**config.mk**
```make
export PLATFORM = sky130hd
export DESIGN_NAME = adp_output_port
export DESIGN_NICKNAME = d
export VERILOG_FILES = /design/src/adp_pkg.sv /design/src/adp_sync.sv /design/src/adp_delay_line.sv /design/src/adp_output_port.sv
export SDC_FILE = /design/constraint.sdc
export NUM_CORES = 1
export LEC_CHECK = 0
export BUFFER_PORTS_ARGS = -buffer_cell sky130_fd_sc_hd__buf_2
export CAP_MARGIN = 0
export CELL_PAD_IN_SITES_DETAIL_PLACEMENT = 0
export CELL_PAD_IN_SITES_GLOBAL_PLACEMENT = 1
export CORE_UTILIZATION = 38
export DETAILED_ROUTE_END_ITERATION = 8
export GPL_TIMING_DRIVEN = 0
export PLACE_DENSITY_LB_ADDON = 0.1
export SYNTH_ARGS = -nofsm -noshare
export SYNTH_HDL_FRONTEND = slang
export SYNTH_SLANG_ARGS = --single-unit
export TNS_END_PERCENT = 30
```
**constraint.sdc**
```tcl
create_clock -name SYS_CLK -period 1.99 [get_ports SYS_CLK]
set_input_delay 0.4975 -clock SYS_CLK [delete_from_list [all_inputs] [get_ports SYS_CLK]]
set_output_delay 0.4975 -clock SYS_CLK [all_outputs]
set_load 0.03 [all_outputs]
```
**src/adp_pkg.sv**
```systemverilog
// Shared constants and types for the converter digital output port
`default_nettype none
package adp_pkg;

  // ----------------------------------------------------------------
  // Sample path
  // ----------------------------------------------------------------
  localparam int WORD_W        = 16;
  localparam int MSB_POS       = 15;
  localparam int LSB_POS       = 0;
  localparam int PIPE_LATENCY  = 7;
  localparam int PIN_SYNC_W    = 26;

  // ----------------------------------------------------------------
  // Register map (byte addresses)
  // ----------------------------------------------------------------
  localparam int          ADDR_W      = 8;
  localparam logic [7:0]  OFF_STATUS  = 8'h00;
  localparam logic [7:0]  OFF_MASK    = 8'h04;
  localparam logic [7:0]  OFF_LAST    = 8'h08;
  localparam logic [7:0]  OFF_PINS    = 8'h0C;
  localparam logic [7:0]  OFF_COUNT   = 8'h10;

  // Event bits in status and mask
  localparam int          EV_W        = 3;
  localparam int          EV_WORD     = 0;
  localparam int          EV_RANGE    = 1;
  localparam int          EV_PDN      = 2;
  localparam logic [2:0]  STATUS_RST  = 3'h0;
  localparam logic [2:0]  MASK_RST    = 3'h0;
  localparam logic [31:0] COUNT_RST   = 32'h0000_0000;

  // Bus responses
  localparam logic [1:0]  RESP_OKAY   = 2'h0;
  localparam logic [1:0]  RESP_SLVERR = 2'h2;

  // ----------------------------------------------------------------
  // Types
  // ----------------------------------------------------------------
  typedef enum logic [1:0] {
    MODE_GND        = 2'b00,
    MODE_THIRD      = 2'b01,
    MODE_TWO_THIRDS = 2'b10,
    MODE_FULL       = 2'b11
  } adp_mode_t;

  typedef enum logic [0:0] {
    RD_IDLE = 1'b0,
    RD_DATA = 1'b1
  } adp_rd_state_t;

  typedef struct packed {
    logic              over;
    logic [WORD_W-1:0] word;
  } adp_sample_t;

  typedef struct packed {
    logic [1:0] mode;
    logic       gain;
    logic       scramble;
    logic       dither;
    logic       oe_n;
    logic       pdn;
  } adp_pins_t;

endpackage : adp_pkg
`default_nettype wire

```
**src/adp_sync.sv**
```systemverilog
// Two-flop synchroniser for a group of asynchronous inputs
`default_nettype none
module adp_sync
  import adp_pkg::*;
#(
  parameter int W = 1
)
(
  // Clock and reset
  input  wire logic         clk,
  input  wire logic         rst_n,
  // Data
  input  wire logic [W-1:0] din,
  output logic      [W-1:0] dout
);

  typedef struct packed {
    logic [W-1:0] s1;
    logic [W-1:0] s2;
  } adp_sync_state_t;

  adp_sync_state_t q;
  adp_sync_state_t d;

  always_comb
  begin
    d    = q;
    d.s1 = din;
    d.s2 = q.s1;
  end

  always_ff @(posedge clk)
  begin
    if (!rst_n)
      q <= '0;
    else
      q <= d;
  end

  assign dout = q.s2;

endmodule : adp_sync
`default_nettype wire

```
**src/adp_delay_line.sv**
```systemverilog
// Shift register that advances one stage per sample edge
`default_nettype none
module adp_delay_line
  import adp_pkg::*;
#(
  parameter int W     = 17,
  parameter int DEPTH = PIPE_LATENCY
)
(
  // Clock and reset
  input  wire logic         clk,
  input  wire logic         rst_n,
  // Stream
  input  wire logic         adv,
  input  wire logic [W-1:0] din,
  output logic      [W-1:0] dout
);

  typedef struct packed {
    logic [DEPTH-1:0][W-1:0] stg;
  } adp_dl_state_t;

  adp_dl_state_t q;
  adp_dl_state_t d;

  always_comb
  begin
    d = q;
    if (adv)
    begin
      d.stg[0] = din;
      for (int i = 1; i < DEPTH; i++)
        d.stg[i] = q.stg[i-1];
    end
  end

  always_ff @(posedge clk)
  begin
    if (!rst_n)
      q <= '0;
    else
      q <= d;
  end

  assign dout = q.stg[DEPTH-1];

endmodule : adp_delay_line
`default_nettype wire

```
**src/adp_output_port.sv**
```systemverilog
// Converter digital output port: sampling, latency, format, drivers, registers
//
// Behaviour
// - Capture input code at each encode rise
// - Output word seven encode cycles later
// - Encode high when positive exceeds negative
// - Power-down: analog off, outputs high impedance
// - Dither pin high enables dither
// - Sixteen-bit word, bit 15 is MSB
// - Strobes toggle at rate, complementary
// - Range flag high on over/underflow
// - Output enable low drives outputs
// - Mode low levels binary, high twos
// - Duty stabiliser off only at ground
// - Scramble XORs bits 1-15 with bit 0
// - Gain pin selects unity or 1.5
`default_nettype none
module adp_output_port
  import adp_pkg::*;
(
  // Clock and reset
  input  wire logic              SYS_CLK,
  input  wire logic              NRST,
  // Encode clock pair
  input  wire logic              SAMPLE_CLOCK_POS,
  input  wire logic              SAMPLE_CLOCK_NEG,
  // Static control pins
  input  wire logic              POWER_DOWN_PIN,
  input  wire logic              OUTPUT_ENABLE_N_PIN,
  input  wire logic              DITHER_ENABLE_PIN,
  input  wire logic              OUTPUT_SCRAMBLE_SELECT,
  input  wire logic              INPUT_GAIN_SELECT,
  input  wire logic [1:0]        FORMAT_MODE_LEVEL,
  // Quantised result from the converter core
  input  wire logic [WORD_W-1:0] CONVERTED_CODE,
  input  wire logic              CONVERTED_OVER,
  // Sample outputs
  output logic      [WORD_W-1:0] SAMPLE_WORD_BITS_O,
  output logic                   SAMPLE_WORD_BITS_OE,
  output logic                   DATA_VALID_STROBE_POS_O,
  output logic                   DATA_VALID_STROBE_POS_OE,
  output logic                   DATA_VALID_STROBE_NEG_O,
  output logic                   DATA_VALID_STROBE_NEG_OE,
  output logic                   RANGE_EXCEEDED_FLAG_O,
  output logic                   RANGE_EXCEEDED_FLAG_OE,
  // Analog core controls
  output logic                   ANALOG_POWER_DOWN,
  output logic                   DITHER_ACTIVE,
  output logic                   GAIN_HIGH_RANGE,
  output logic                   DUTY_STABILIZER_ON,
  // Interrupt
  output logic                   IRQ,
  // AXI4-Lite slave
  input  wire logic [ADDR_W-1:0] S_AXI_AWADDR,
  input  wire logic              S_AXI_AWVALID,
  output logic                   S_AXI_AWREADY,
  input  wire logic [31:0]       S_AXI_WDATA,
  input  wire logic [3:0]        S_AXI_WSTRB,
  input  wire logic              S_AXI_WVALID,
  output logic                   S_AXI_WREADY,
  output logic      [1:0]        S_AXI_BRESP,
  output logic                   S_AXI_BVALID,
  input  wire logic              S_AXI_BREADY,
  input  wire logic [ADDR_W-1:0] S_AXI_ARADDR,
  input  wire logic              S_AXI_ARVALID,
  output logic                   S_AXI_ARREADY,
  output logic      [31:0]       S_AXI_RDATA,
  output logic      [1:0]        S_AXI_RRESP,
  output logic                   S_AXI_RVALID,
  input  wire logic              S_AXI_RREADY
);

  // ----------------------------------------------------------------
  // State
  // ----------------------------------------------------------------
  typedef struct packed {
    logic                    enc_prev;
    logic                    pdn_prev;
    adp_sample_t             out;
    logic                    strobe_pos;
    logic                    drive;
    logic                    pdn;
    logic                    dither;
    logic                    gain;
    logic                    dcs;
    logic [EV_W-1:0]         status;
    logic [EV_W-1:0]         mask;
    logic [31:0]             count;
    logic                    irq;
    logic                    aw_got;
    logic [ADDR_W-1:0]       awaddr;
    logic                    w_got;
    logic [31:0]             wdata;
    logic [3:0]              wstrb;
    logic                    bvalid;
    logic [1:0]              bresp;
    adp_rd_state_t           rd;
    logic [31:0]             rdata;
    logic [1:0]              rresp;
  } adp_top_state_t;

  adp_top_state_t q;
  adp_top_state_t d;

  // ----------------------------------------------------------------
  // Pin synchronisers
  // ----------------------------------------------------------------
  // Encode and code share one synchroniser so they stay cycle aligned
  logic [PIN_SYNC_W-1:0] pins_raw;
  logic [PIN_SYNC_W-1:0] pins_s;
  adp_pins_t             pins;
  adp_sample_t           code_s;
  logic                  enc_pos_s;
  logic                  enc_neg_s;

  assign pins_raw = {SAMPLE_CLOCK_POS, SAMPLE_CLOCK_NEG,
                     FORMAT_MODE_LEVEL, INPUT_GAIN_SELECT, OUTPUT_SCRAMBLE_SELECT,
                     DITHER_ENABLE_PIN, OUTPUT_ENABLE_N_PIN, POWER_DOWN_PIN,
                     CONVERTED_OVER, CONVERTED_CODE};

  adp_sync #(
    .W    (PIN_SYNC_W)
  ) u_pin_sync (
    .clk  (SYS_CLK),
    .rst_n(NRST),
    .din  (pins_raw),
    .dout (pins_s)
  );

  assign enc_pos_s = pins_s[25];
  assign enc_neg_s = pins_s[24];
  assign pins      = pins_s[23:17];
  assign code_s    = pins_s[16:0];

  // ----------------------------------------------------------------
  // Encode edge and pipeline
  // ----------------------------------------------------------------
  logic        enc_high;
  logic        enc_rise;
  adp_sample_t pipe_out;

  assign enc_high = enc_pos_s & ~enc_neg_s;
  assign enc_rise = enc_high & ~q.enc_prev;

  adp_delay_line #(
    .W    ($bits(adp_sample_t)),
    .DEPTH(PIPE_LATENCY)
  ) u_pipe (
    .clk  (SYS_CLK),
    .rst_n(NRST),
    .adv  (enc_rise),
    .din  (code_s),
    .dout (pipe_out)
  );

  // ----------------------------------------------------------------
  // Output formatting
  // ----------------------------------------------------------------
  logic              twos;
  logic [WORD_W-1:0] fmt_word;

  assign twos = (pins.mode == MODE_TWO_THIRDS) || (pins.mode == MODE_FULL);

  always_comb
  begin
    fmt_word          = pipe_out.word;
    fmt_word[MSB_POS] = pipe_out.word[MSB_POS] ^ twos;
    if (pins.scramble)
      fmt_word[MSB_POS:1] = fmt_word[MSB_POS:1] ^ {(WORD_W-1){fmt_word[LSB_POS]}};
  end

  // ----------------------------------------------------------------
  // Bus decode helpers
  // ----------------------------------------------------------------
  logic              aw_hs;
  logic              w_hs;
  logic              ar_hs;
  logic              aw_have;
  logic              w_have;
  logic              do_write;
  logic [ADDR_W-1:0] wr_addr;
  logic [31:0]       wr_data;
  logic [3:0]        wr_strb;
  logic [ADDR_W-1:0] rd_addr;
  logic [EV_W-1:0]   ev_set;
  logic [EV_W-1:0]   ev_clr;

  assign S_AXI_AWREADY = ~q.aw_got & ~q.bvalid;
  assign S_AXI_WREADY  = ~q.w_got & ~q.bvalid;
  assign S_AXI_ARREADY = (q.rd == RD_IDLE);

  assign aw_hs    = S_AXI_AWVALID & S_AXI_AWREADY;
  assign w_hs     = S_AXI_WVALID & S_AXI_WREADY;
  assign ar_hs    = S_AXI_ARVALID & S_AXI_ARREADY;
  assign aw_have  = q.aw_got | aw_hs;
  assign w_have   = q.w_got | w_hs;
  assign do_write = aw_have & w_have & ~q.bvalid;
  assign wr_addr  = q.aw_got ? q.awaddr : S_AXI_AWADDR;
  assign wr_data  = q.w_got ? q.wdata : S_AXI_WDATA;
  assign wr_strb  = q.w_got ? q.wstrb : S_AXI_WSTRB;
  assign rd_addr  = {S_AXI_ARADDR[ADDR_W-1:2], 2'b00};

  // ----------------------------------------------------------------
  // Next state
  // ----------------------------------------------------------------
  always_comb
  begin
    d          = q;
    ev_set     = '0;
    ev_clr     = '0;
    d.enc_prev = enc_high;
    d.pdn_prev = pins.pdn;

    // Static controls follow their pins
    d.pdn    = pins.pdn;
    d.dither = pins.dither;
    d.gain   = pins.gain;
    d.dcs    = (pins.mode != MODE_GND);
    d.drive  = ~pins.pdn & ~pins.oe_n;

    // Strobe falls with each new word, rises mid-period when it is stable
    d.strobe_pos = ~enc_high;

    if (enc_rise)
    begin
      d.out.word = fmt_word;
      d.out.over = pipe_out.over;
      d.count    = q.count + 32'h0000_0001;
      ev_set[EV_WORD]  = 1'b1;
      ev_set[EV_RANGE] = pipe_out.over;
    end
    if (pins.pdn != q.pdn_prev)
      ev_set[EV_PDN] = 1'b1;

    // Write channel: address and data in either order
    if (aw_hs)
    begin
      d.aw_got = 1'b1;
      d.awaddr = S_AXI_AWADDR;
    end
    if (w_hs)
    begin
      d.w_got = 1'b1;
      d.wdata = S_AXI_WDATA;
      d.wstrb = S_AXI_WSTRB;
    end
    if (do_write)
    begin
      d.aw_got = 1'b0;
      d.w_got  = 1'b0;
      d.bvalid = 1'b1;
      d.bresp  = RESP_OKAY;
      case ({wr_addr[ADDR_W-1:2], 2'b00})
        OFF_MASK:
        begin
          if (wr_strb[0])
            d.mask = wr_data[EV_W-1:0];
        end
        OFF_STATUS, OFF_LAST, OFF_PINS, OFF_COUNT:
          d.bresp = RESP_OKAY;
        default:
          d.bresp = RESP_SLVERR;
      endcase
    end
    if (q.bvalid && S_AXI_BREADY)
      d.bvalid = 1'b0;

    // Read channel
    case (q.rd)
      RD_IDLE:
      begin
        if (ar_hs)
        begin
          d.rd    = RD_DATA;
          d.rresp = RESP_OKAY;
          d.rdata = 32'h0000_0000;
          case (rd_addr)
            OFF_STATUS:
            begin
              d.rdata[EV_W-1:0] = q.status;
              ev_clr            = q.status;
            end
            OFF_MASK:
              d.rdata[EV_W-1:0] = q.mask;
            OFF_LAST:
              d.rdata[$bits(adp_sample_t)-1:0] = q.out;
            OFF_PINS:
              d.rdata[$bits(adp_pins_t)-1:0] = pins;
            OFF_COUNT:
              d.rdata = q.count;
            default:
              d.rresp = RESP_SLVERR;
          endcase
        end
      end
      RD_DATA:
      begin
        if (S_AXI_RREADY)
          d.rd = RD_IDLE;
      end
      default:
        d.rd = RD_IDLE;
    endcase

    // Sticky events; a new event beats a read-clear in the same cycle
    d.status = (q.status & ~ev_clr) | ev_set;
    d.irq    = |(d.status & q.mask);
  end

  always_ff @(posedge SYS_CLK)
  begin
    if (!NRST)
    begin
      q        <= '0;
      q.status <= STATUS_RST;
      q.mask   <= MASK_RST;
      q.count  <= COUNT_RST;
      q.rd     <= RD_IDLE;
    end
    else
      q <= d;
  end

  // ----------------------------------------------------------------
  // Outputs
  // ----------------------------------------------------------------
  assign SAMPLE_WORD_BITS_O       = q.out.word;
  assign SAMPLE_WORD_BITS_OE      = q.drive;
  assign DATA_VALID_STROBE_POS_O  = q.strobe_pos;
  assign DATA_VALID_STROBE_POS_OE = q.drive;
  assign DATA_VALID_STROBE_NEG_O  = ~q.strobe_pos;
  assign DATA_VALID_STROBE_NEG_OE = q.drive;
  assign RANGE_EXCEEDED_FLAG_O    = q.out.over;
  assign RANGE_EXCEEDED_FLAG_OE   = q.drive;
  assign ANALOG_POWER_DOWN        = q.pdn;
  assign DITHER_ACTIVE            = q.dither;
  assign GAIN_HIGH_RANGE          = q.gain;
  assign DUTY_STABILIZER_ON       = q.dcs;
  assign IRQ                      = q.irq;
  assign S_AXI_BVALID             = q.bvalid;
  assign S_AXI_BRESP              = q.bresp;
  assign S_AXI_RVALID             = (q.rd == RD_DATA);
  assign S_AXI_RDATA              = q.rdata;
  assign S_AXI_RRESP              = q.rresp;

endmodule : adp_output_port
`default_nettype wire

```
### Word level (Yosys, flattened, before mapping)

Index checks and enable logic that the tools add are counted.

| word-level totals | value |
|---|---|
| bits in read-only memories | 0 |
| latch bits | 0 |
| bits in writable memories | 0 |
| memories | 0 |
| bits in registers | 286 |

| operators by class | value |
|---|---|
| reductions and logical operators | 12 |
| multiplexer cells | 18 |
| shift-type cells | 0 |
| add/sub/neg operators | 1 |
| $lt $le $gt $ge | 0 |
| equal/unequal tests | 11 |
| bitwise logic cells | 29 |
| multiply operators | 0 |
| divide/modulo/power cells | 0 |

Operators by type and width:

| cell | count |
|---|---|
| $mux W35 | 1 |
| $add A32 B1 Y32 const B | 1 |
| $mux W15 | 2 |
| $eq A6 B2 Y1 const B | 4 |
| $pmux W10 S2 | 1 |
| $pmux W3 S5 | 1 |
| $xor A15 B15 Y15 | 1 |
| $eq A6 B1 Y1 const B | 2 |
| $eq A6 B3 Y1 const B | 2 |
| $mux W3 | 4 |
| $pmux W4 S3 | 1 |
| $not A1 Y1 | 11 |
| $and A1 B1 Y1 | 10 |
| $reduce_or A5 Y1 | 2 |
| $logic_not A8 Y1 | 1 |
| $mux W8 | 1 |
| $and A3 B3 Y3 | 2 |
| $logic_not A6 Y1 | 1 |
| $mux W2 | 3 |
| $eq A2 B2 Y1 const B | 2 |
| $reduce_or A2 Y1 | 2 |
| $mux W1 | 3 |
| $not A3 Y3 | 1 |
| $or A3 B3 Y3 | 1 |
| 10 further kinds | 11 |

### Depth between registers and ports, before layout

| logic depth | value |
|---|---|
| word-level depth | 9 |
| depth in mapped cells | 6 |
| depth with buffers taken out | 5 |

### Modules after synthesis

A second synthesis with hierarchy kept.

| unflattened totals | value |
|---|---|
| cell total of the unflattened synthesis | 1132 |
| area total of the unflattened synthesis | 11532.3 um2 |

Modules (own cells, without submodules):

| module | area each (um2) | sequential area each (um2) | cells an instance | instances |
|---|---|---|---|---|
| adp_output_port | 5330.1 | 2222.1 | 623 | 1 |
| adp_delay_line | 4745.8 | 2382.3 | 400 | 1 |
| adp_sync | 1456.4 | 1041.0 | 109 | 1 |

### Worst setup path before layout

No wires, ideal clock.

| timing | value |
|---|---|
| kind | reg2reg |
| from | reg q[85] (netlist bit) |
| to | reg q[115] (netlist bit) |
| slack | -187 ps |
| data required time | 1920 ps |
| cell stages (with the launch flop) | 7 |
| buffers on the path | 1 |
| arrival | 2107 ps |
| setup time | 70 ps |
| cell sequence | dfxtp_1 ha_1 nand4bb_1 or4_1 clkbuf_1 or4_1 a21oi_1 |

| between the ends | value |
|---|---|
| longest elaborated chain between the ends | 1 |

RTL lines:

| element | line | RTL |
|---|---|---|
| start: declaration | adp_output_port.sv:102 | `adp_top_state_t q;` |
| $add A32 B1 Y32 | adp_output_port.sv:228 | `d.count = q.count + 32'h0000_0001;` |

No other way between the ends.
A chain may end at the register's enable or synchronous reset.

### Final worst setup path

| timing | value |
|---|---|
| from | reg u_pin_sync.q (netlist bit u_pin_sync.dout[24]) |
| to | reg q[114] (netlist bit) |

| between the ends | value |
|---|---|
| longest elaborated chain between the ends | 3 |

RTL lines:

| element | line | RTL |
|---|---|---|
| start: declaration | adp_sync.sv:22 | `adp_sync_state_t q;` |
| start signal: assignment | adp_sync.sv:35 | `q <= '0;` |
| start signal: assignment | adp_sync.sv:37 | `q <= d;` |
| $not A1 Y1 | adp_output_port.sv:142 | `assign enc_high = enc_pos_s & ~enc_neg_s;` |
| $and A1 B1 Y1 | adp_output_port.sv:142 |  |
| $and A1 B1 Y1 | adp_output_port.sv:143 | `assign enc_rise = enc_high & ~q.enc_prev;` |

No other way between the ends.

==> summary by stage <==
Timing
The routed design could run at a clock period as short as between 2 and 2.5 ns. At the pin with the least slew margin, the transition time is 0.971 ns. Setup violations remaining at the end of the flow were counted as 19.

The summed negative setup slack over all endpoints is -1.26 ns. The maximum achievable frequency is roughly 470 MHz. For the final database, setup skew stands at between 0.01 and 0.015 ns. In the finished design, the share of the clock period the worst path needs comes to 1.07. After layout, the worst setup slack is -0.141 ns. Setup repair after global routing could not meet its margin everywhere. The number of hold-slack violations in the final timing report is 0.

The normalized max-slew margin is 0.347. The max-slew violation count is 0.

Global route
The first global-routing pass estimated ~44 mm of wire. The via count of the first global-routing pass is about 8.3k. The total overflow left after global routing is 0. The number of antenna violations at the first check in global routing is 0. Entering global routing, the biggest net connects 17 pins. Across every metal layer, demand over resource in global routing totals 0.194.

Detailed routing
In the routed layout, each cell is associated on average with a via count of 4.83. After detailed routing, the average wire length per cell comes to approximately 15 um. Before antenna repair, the detailed router went through 7 iterations. In the routed design, unresolved DRC markers number 0.

The post-detailed-route count of antenna-violating nets is 0. The routed design has 27.6 mm of wire. The routed via count is 8646. The initial DRC count is 451.

Logic synthesis
Of all flip-flops after synthesis, the portion carrying an async set or reset was 0. After synthesis, the largest family of logic cells by area is simple AND/OR/NAND/NOR gates. The synthesized-area fraction occupied by adder cells is 0.00118. The yosys synthesis warning count is 0. Of the total synthesized cell area, the portion taken by XOR and XNOR cells is 0.0214.

Of the synthesized area, sequential elements account for 0.532. After synthesis the cells add up to around 11000 um^2. The synthesized design contains 282 register bits.

The top flip-flop cell by instance count after synthesis is dfxtp_1. Summed over all instances, the cell type with the most area after synthesis is dfxtp_1. Synthesis instantiated 47 different standard cells from the library. The synthesized design contains 0 enable-type register cells. The portion of netlist area occupied by mux cells is 0.0242. The area share of and/or/nand/nor cells after synthesis is 0.212. The proportion of netlist area held by the largest area contributor is 0.532. Sorting the synthesized cells by area gives the leading types as dfxtp_1 53%, nand2_1 9.5%, a21oi_1 7.7%, buf_4 3.9%, and2_1 3.7%. Synthesis produced a netlist whose cell count is 1229. The fraction of the mapped netlist area in compound gates was 0.135. The average cell area after synthesis is ~8.6 um^2.

Critical path
The startpoint identified for the worst register-to-register timing path is u_pin_sync.dout[24]. For the worst setup path, the data arrival time is 2.63 ns. The highest net fanout along the worst path is 5. The origin of the worst setup path is u_pin_sync.dout[24]. The endpoint class of the critical path is a flop.

The critical path endpoint is q[114]. Setup slack on the worst reg-to-reg path comes out at -0.14 ns. The setup path with the least slack is of type reg2reg.

The nature of the critical path startpoint is a flop. The required arrival time at the worst endpoint is 2.49 ns. The depth of the worst register-to-register path is 5.

The worst register-to-register path ends at q[114].

CTS
After clock tree synthesis, the clock-pin slew on the worst setup and hold paths is 0.06 ns. Clock latency on the worst-skew pair, taken at its later pin, is 0.57 ns. In this run, CTS created clock tree buffers numbering 31. The CTS tree is done. In this run the clock root is driven by a clkbuf_16. The number of buffers between clock root and the deepest sink is 3. The clock drives 282 sinks.

The H-tree level count is 1.

Floorplanning
The floorplan die area is 28600 um^2. The effective utilization at floorplan is 0.391. The overall die height is 169 um.

The die outline width is 169 um. The total number of placement rows is 60. The standard cell core area is between 20000 and 30000 um^2.

The I/O pin count is 154.

Power and ir drop
The static leakage is 4.88 nW. For this design the ratio of total power to cell area is 936 nW/um^2. The worst-case vdd ir drop is 709 uV.

Placed design
The congestion estimate from routability-driven global placement came to 0.806. Summed over all nets, the half-perimeter wirelength after detailed placement is 19.9 mm. Buffers placed on the I/O ports in this run total 115.

Run
The max-capacitance violation count is 0.

Outcome
The run finished, with violations left. The final reports fail on negative setup slack.

Hold path
The path class of the tightest hold or removal check is in2reg.

Finish
For this run, the share of the core covered by cells in the final layout is 0.480. In the final layout, the share of cells above drive strength 1 is 0.213. The post-layout net count is ~1.5k. The area growth from synthesis to layout is 22.9%. The number of antenna diodes is 0.
-- repair_timing --
action                                  CTS  global route
gates cloned                              0             0
hold buffers                              0             0
resized for setup                        26            33
buffers inserted                          6            16
endpoints found under the hold margin     0             0
pin swaps                                13            18
endpoints found under the setup margin   52            50
-- Yosys cell counts, drive strengths merged, types with 2 or more instances --
library cell	n
dfxtp	282
o31ai	13
clkbuf	80
mux2	11
and2	63
or4	19
o21ai	27
a211oi	22
and3	3
nand3b	2
nand4	11
buf	59
xnor2	9
mux2i	11
or3	12
nor2	71
nand3	21
nand2	269
xor2	17
and4	5
a222oi	3
nor3	8
inv	12
a31oi	5
a221oi	15
a21oi	163
nand2b	3
-- power breakdown --
group          switching [mW]  total, mW  internal [mW]
clock                    2.25       5.55           3.30
sequential             0.0742       5.85           5.77
combinational           0.530      0.819          0.289
-- through the flow --
stage	cells	power (mW)	hold slack [ns]	cell area, um^2	setup slack [ns]
2_1_floorplan	1230	6.50	0.395	10700	-0.112
3_3_place_gp	1717	6.79	0.413	11700	-0.825
3_5_place_dp	1717	6.79	0.417	11700	-0.858
4_1_cts	1774	12.4	0.104	12800	-0.226
5_1_grt	1789	12.7	0.111	13100	-0.182
6_report	1789	12.2	0.130	13100	-0.141
-- worst min-delay path by stage --
stage,from,to,depth (start not counted)
after CTS,CONVERTED_CODE[10],u_pin_sync.d[10],2
after detailed placement,u_pin_sync.d[22],u_pin_sync.dout[22],1
final,CONVERTED_CODE[10],u_pin_sync.d[10],2
after floorplan,u_pin_sync.dout[18],DATA_VALID_STROBE_NEG_OE,1
after global placement,u_pin_sync.d[24],u_pin_sync.dout[24],1
after global routing,CONVERTED_CODE[8],u_pin_sync.d[8],2
-- sequential cells by signal, summed over array words and instances (netlist names), 16 cells and up --
| name | count |
|---|---|
| SAMPLE_WORD_BITS_O | 16 |
| S_AXI_RDATA | 32 |
| q | 51 |
| u_pin_sync.d | 26 |
| u_pin_sync.dout | 26 |
| u_pipe.dout | 17 |
| u_pipe.q | 102 |
-- cells in the final DEF, fill, tap and decap left out, types with 12 or more instances in the layout --
| cell type | synthesis | final |
|---|---|---|
| clkbuf_1 | 79 | 71 |
| or3_1 | 12 | 12 |
| nor2_1 | 71 | 71 |
| o21ai_0 | 27 | 26 |
| or4_1 | 18 | 12 |
| nand3_1 | 21 | 21 |
| nand2_1 | 269 | 269 |
| a221oi_1 | 15 | 15 |
| xor2_1 | 17 | 17 |
| buf_2 | 1 | 115 |
| and2_1 | 62 | 62 |
| buf_4 | 55 | 76 |
| clkbuf_16 | 0 | 31 |
| a21oi_1 | 163 | 154 |
| dfxtp_1 | 282 | 274 |
| a211oi_1 | 22 | 22 |
-- cell families (layout without fill, tap and decap cells) --
kind of cell / after synthesis / after routing
xor+xnor: 26 / 26
flops: 282 / 282
buf+inv: 151 / 338
fa+ha+maj: 1 / 1
other cells: 1 / 2
compound gates: 252 / 252
mux: 23 / 23
simple gates: 493 / 493
-- layout make-up --
cell class / count / area (um^2)
fillers: 2761 / 14100
flip-flops and latches: 282 / 5660
multi-input cells: 797 / 4340
well taps: 372 / 465
clock inverters: 6 / 73.8
plain buffers: 138 / 790
clock buffers: 45 / 918
inverters: 12 / 45.0
repair buffers: 137 / 753
-- layer usage --
layer  routed length, um  vias to the layer above  GRT usage
li1                    -                     4426          -
met1               12500                     3991      0.247
met2               13500                      179      0.341
met3                1100                       50     0.0275
met4                 572                        0     0.0537
met5                   0                        -          0
-- critical path: stages (launching register included) --
cell and delay, ns:
dfxtp_2 0.33, or3b_4 0.43, or4_4 0.59, buf_8 0.16
or4_4 0.42, a21oi_2 0.13
Power figures use the tool's default switching activity.
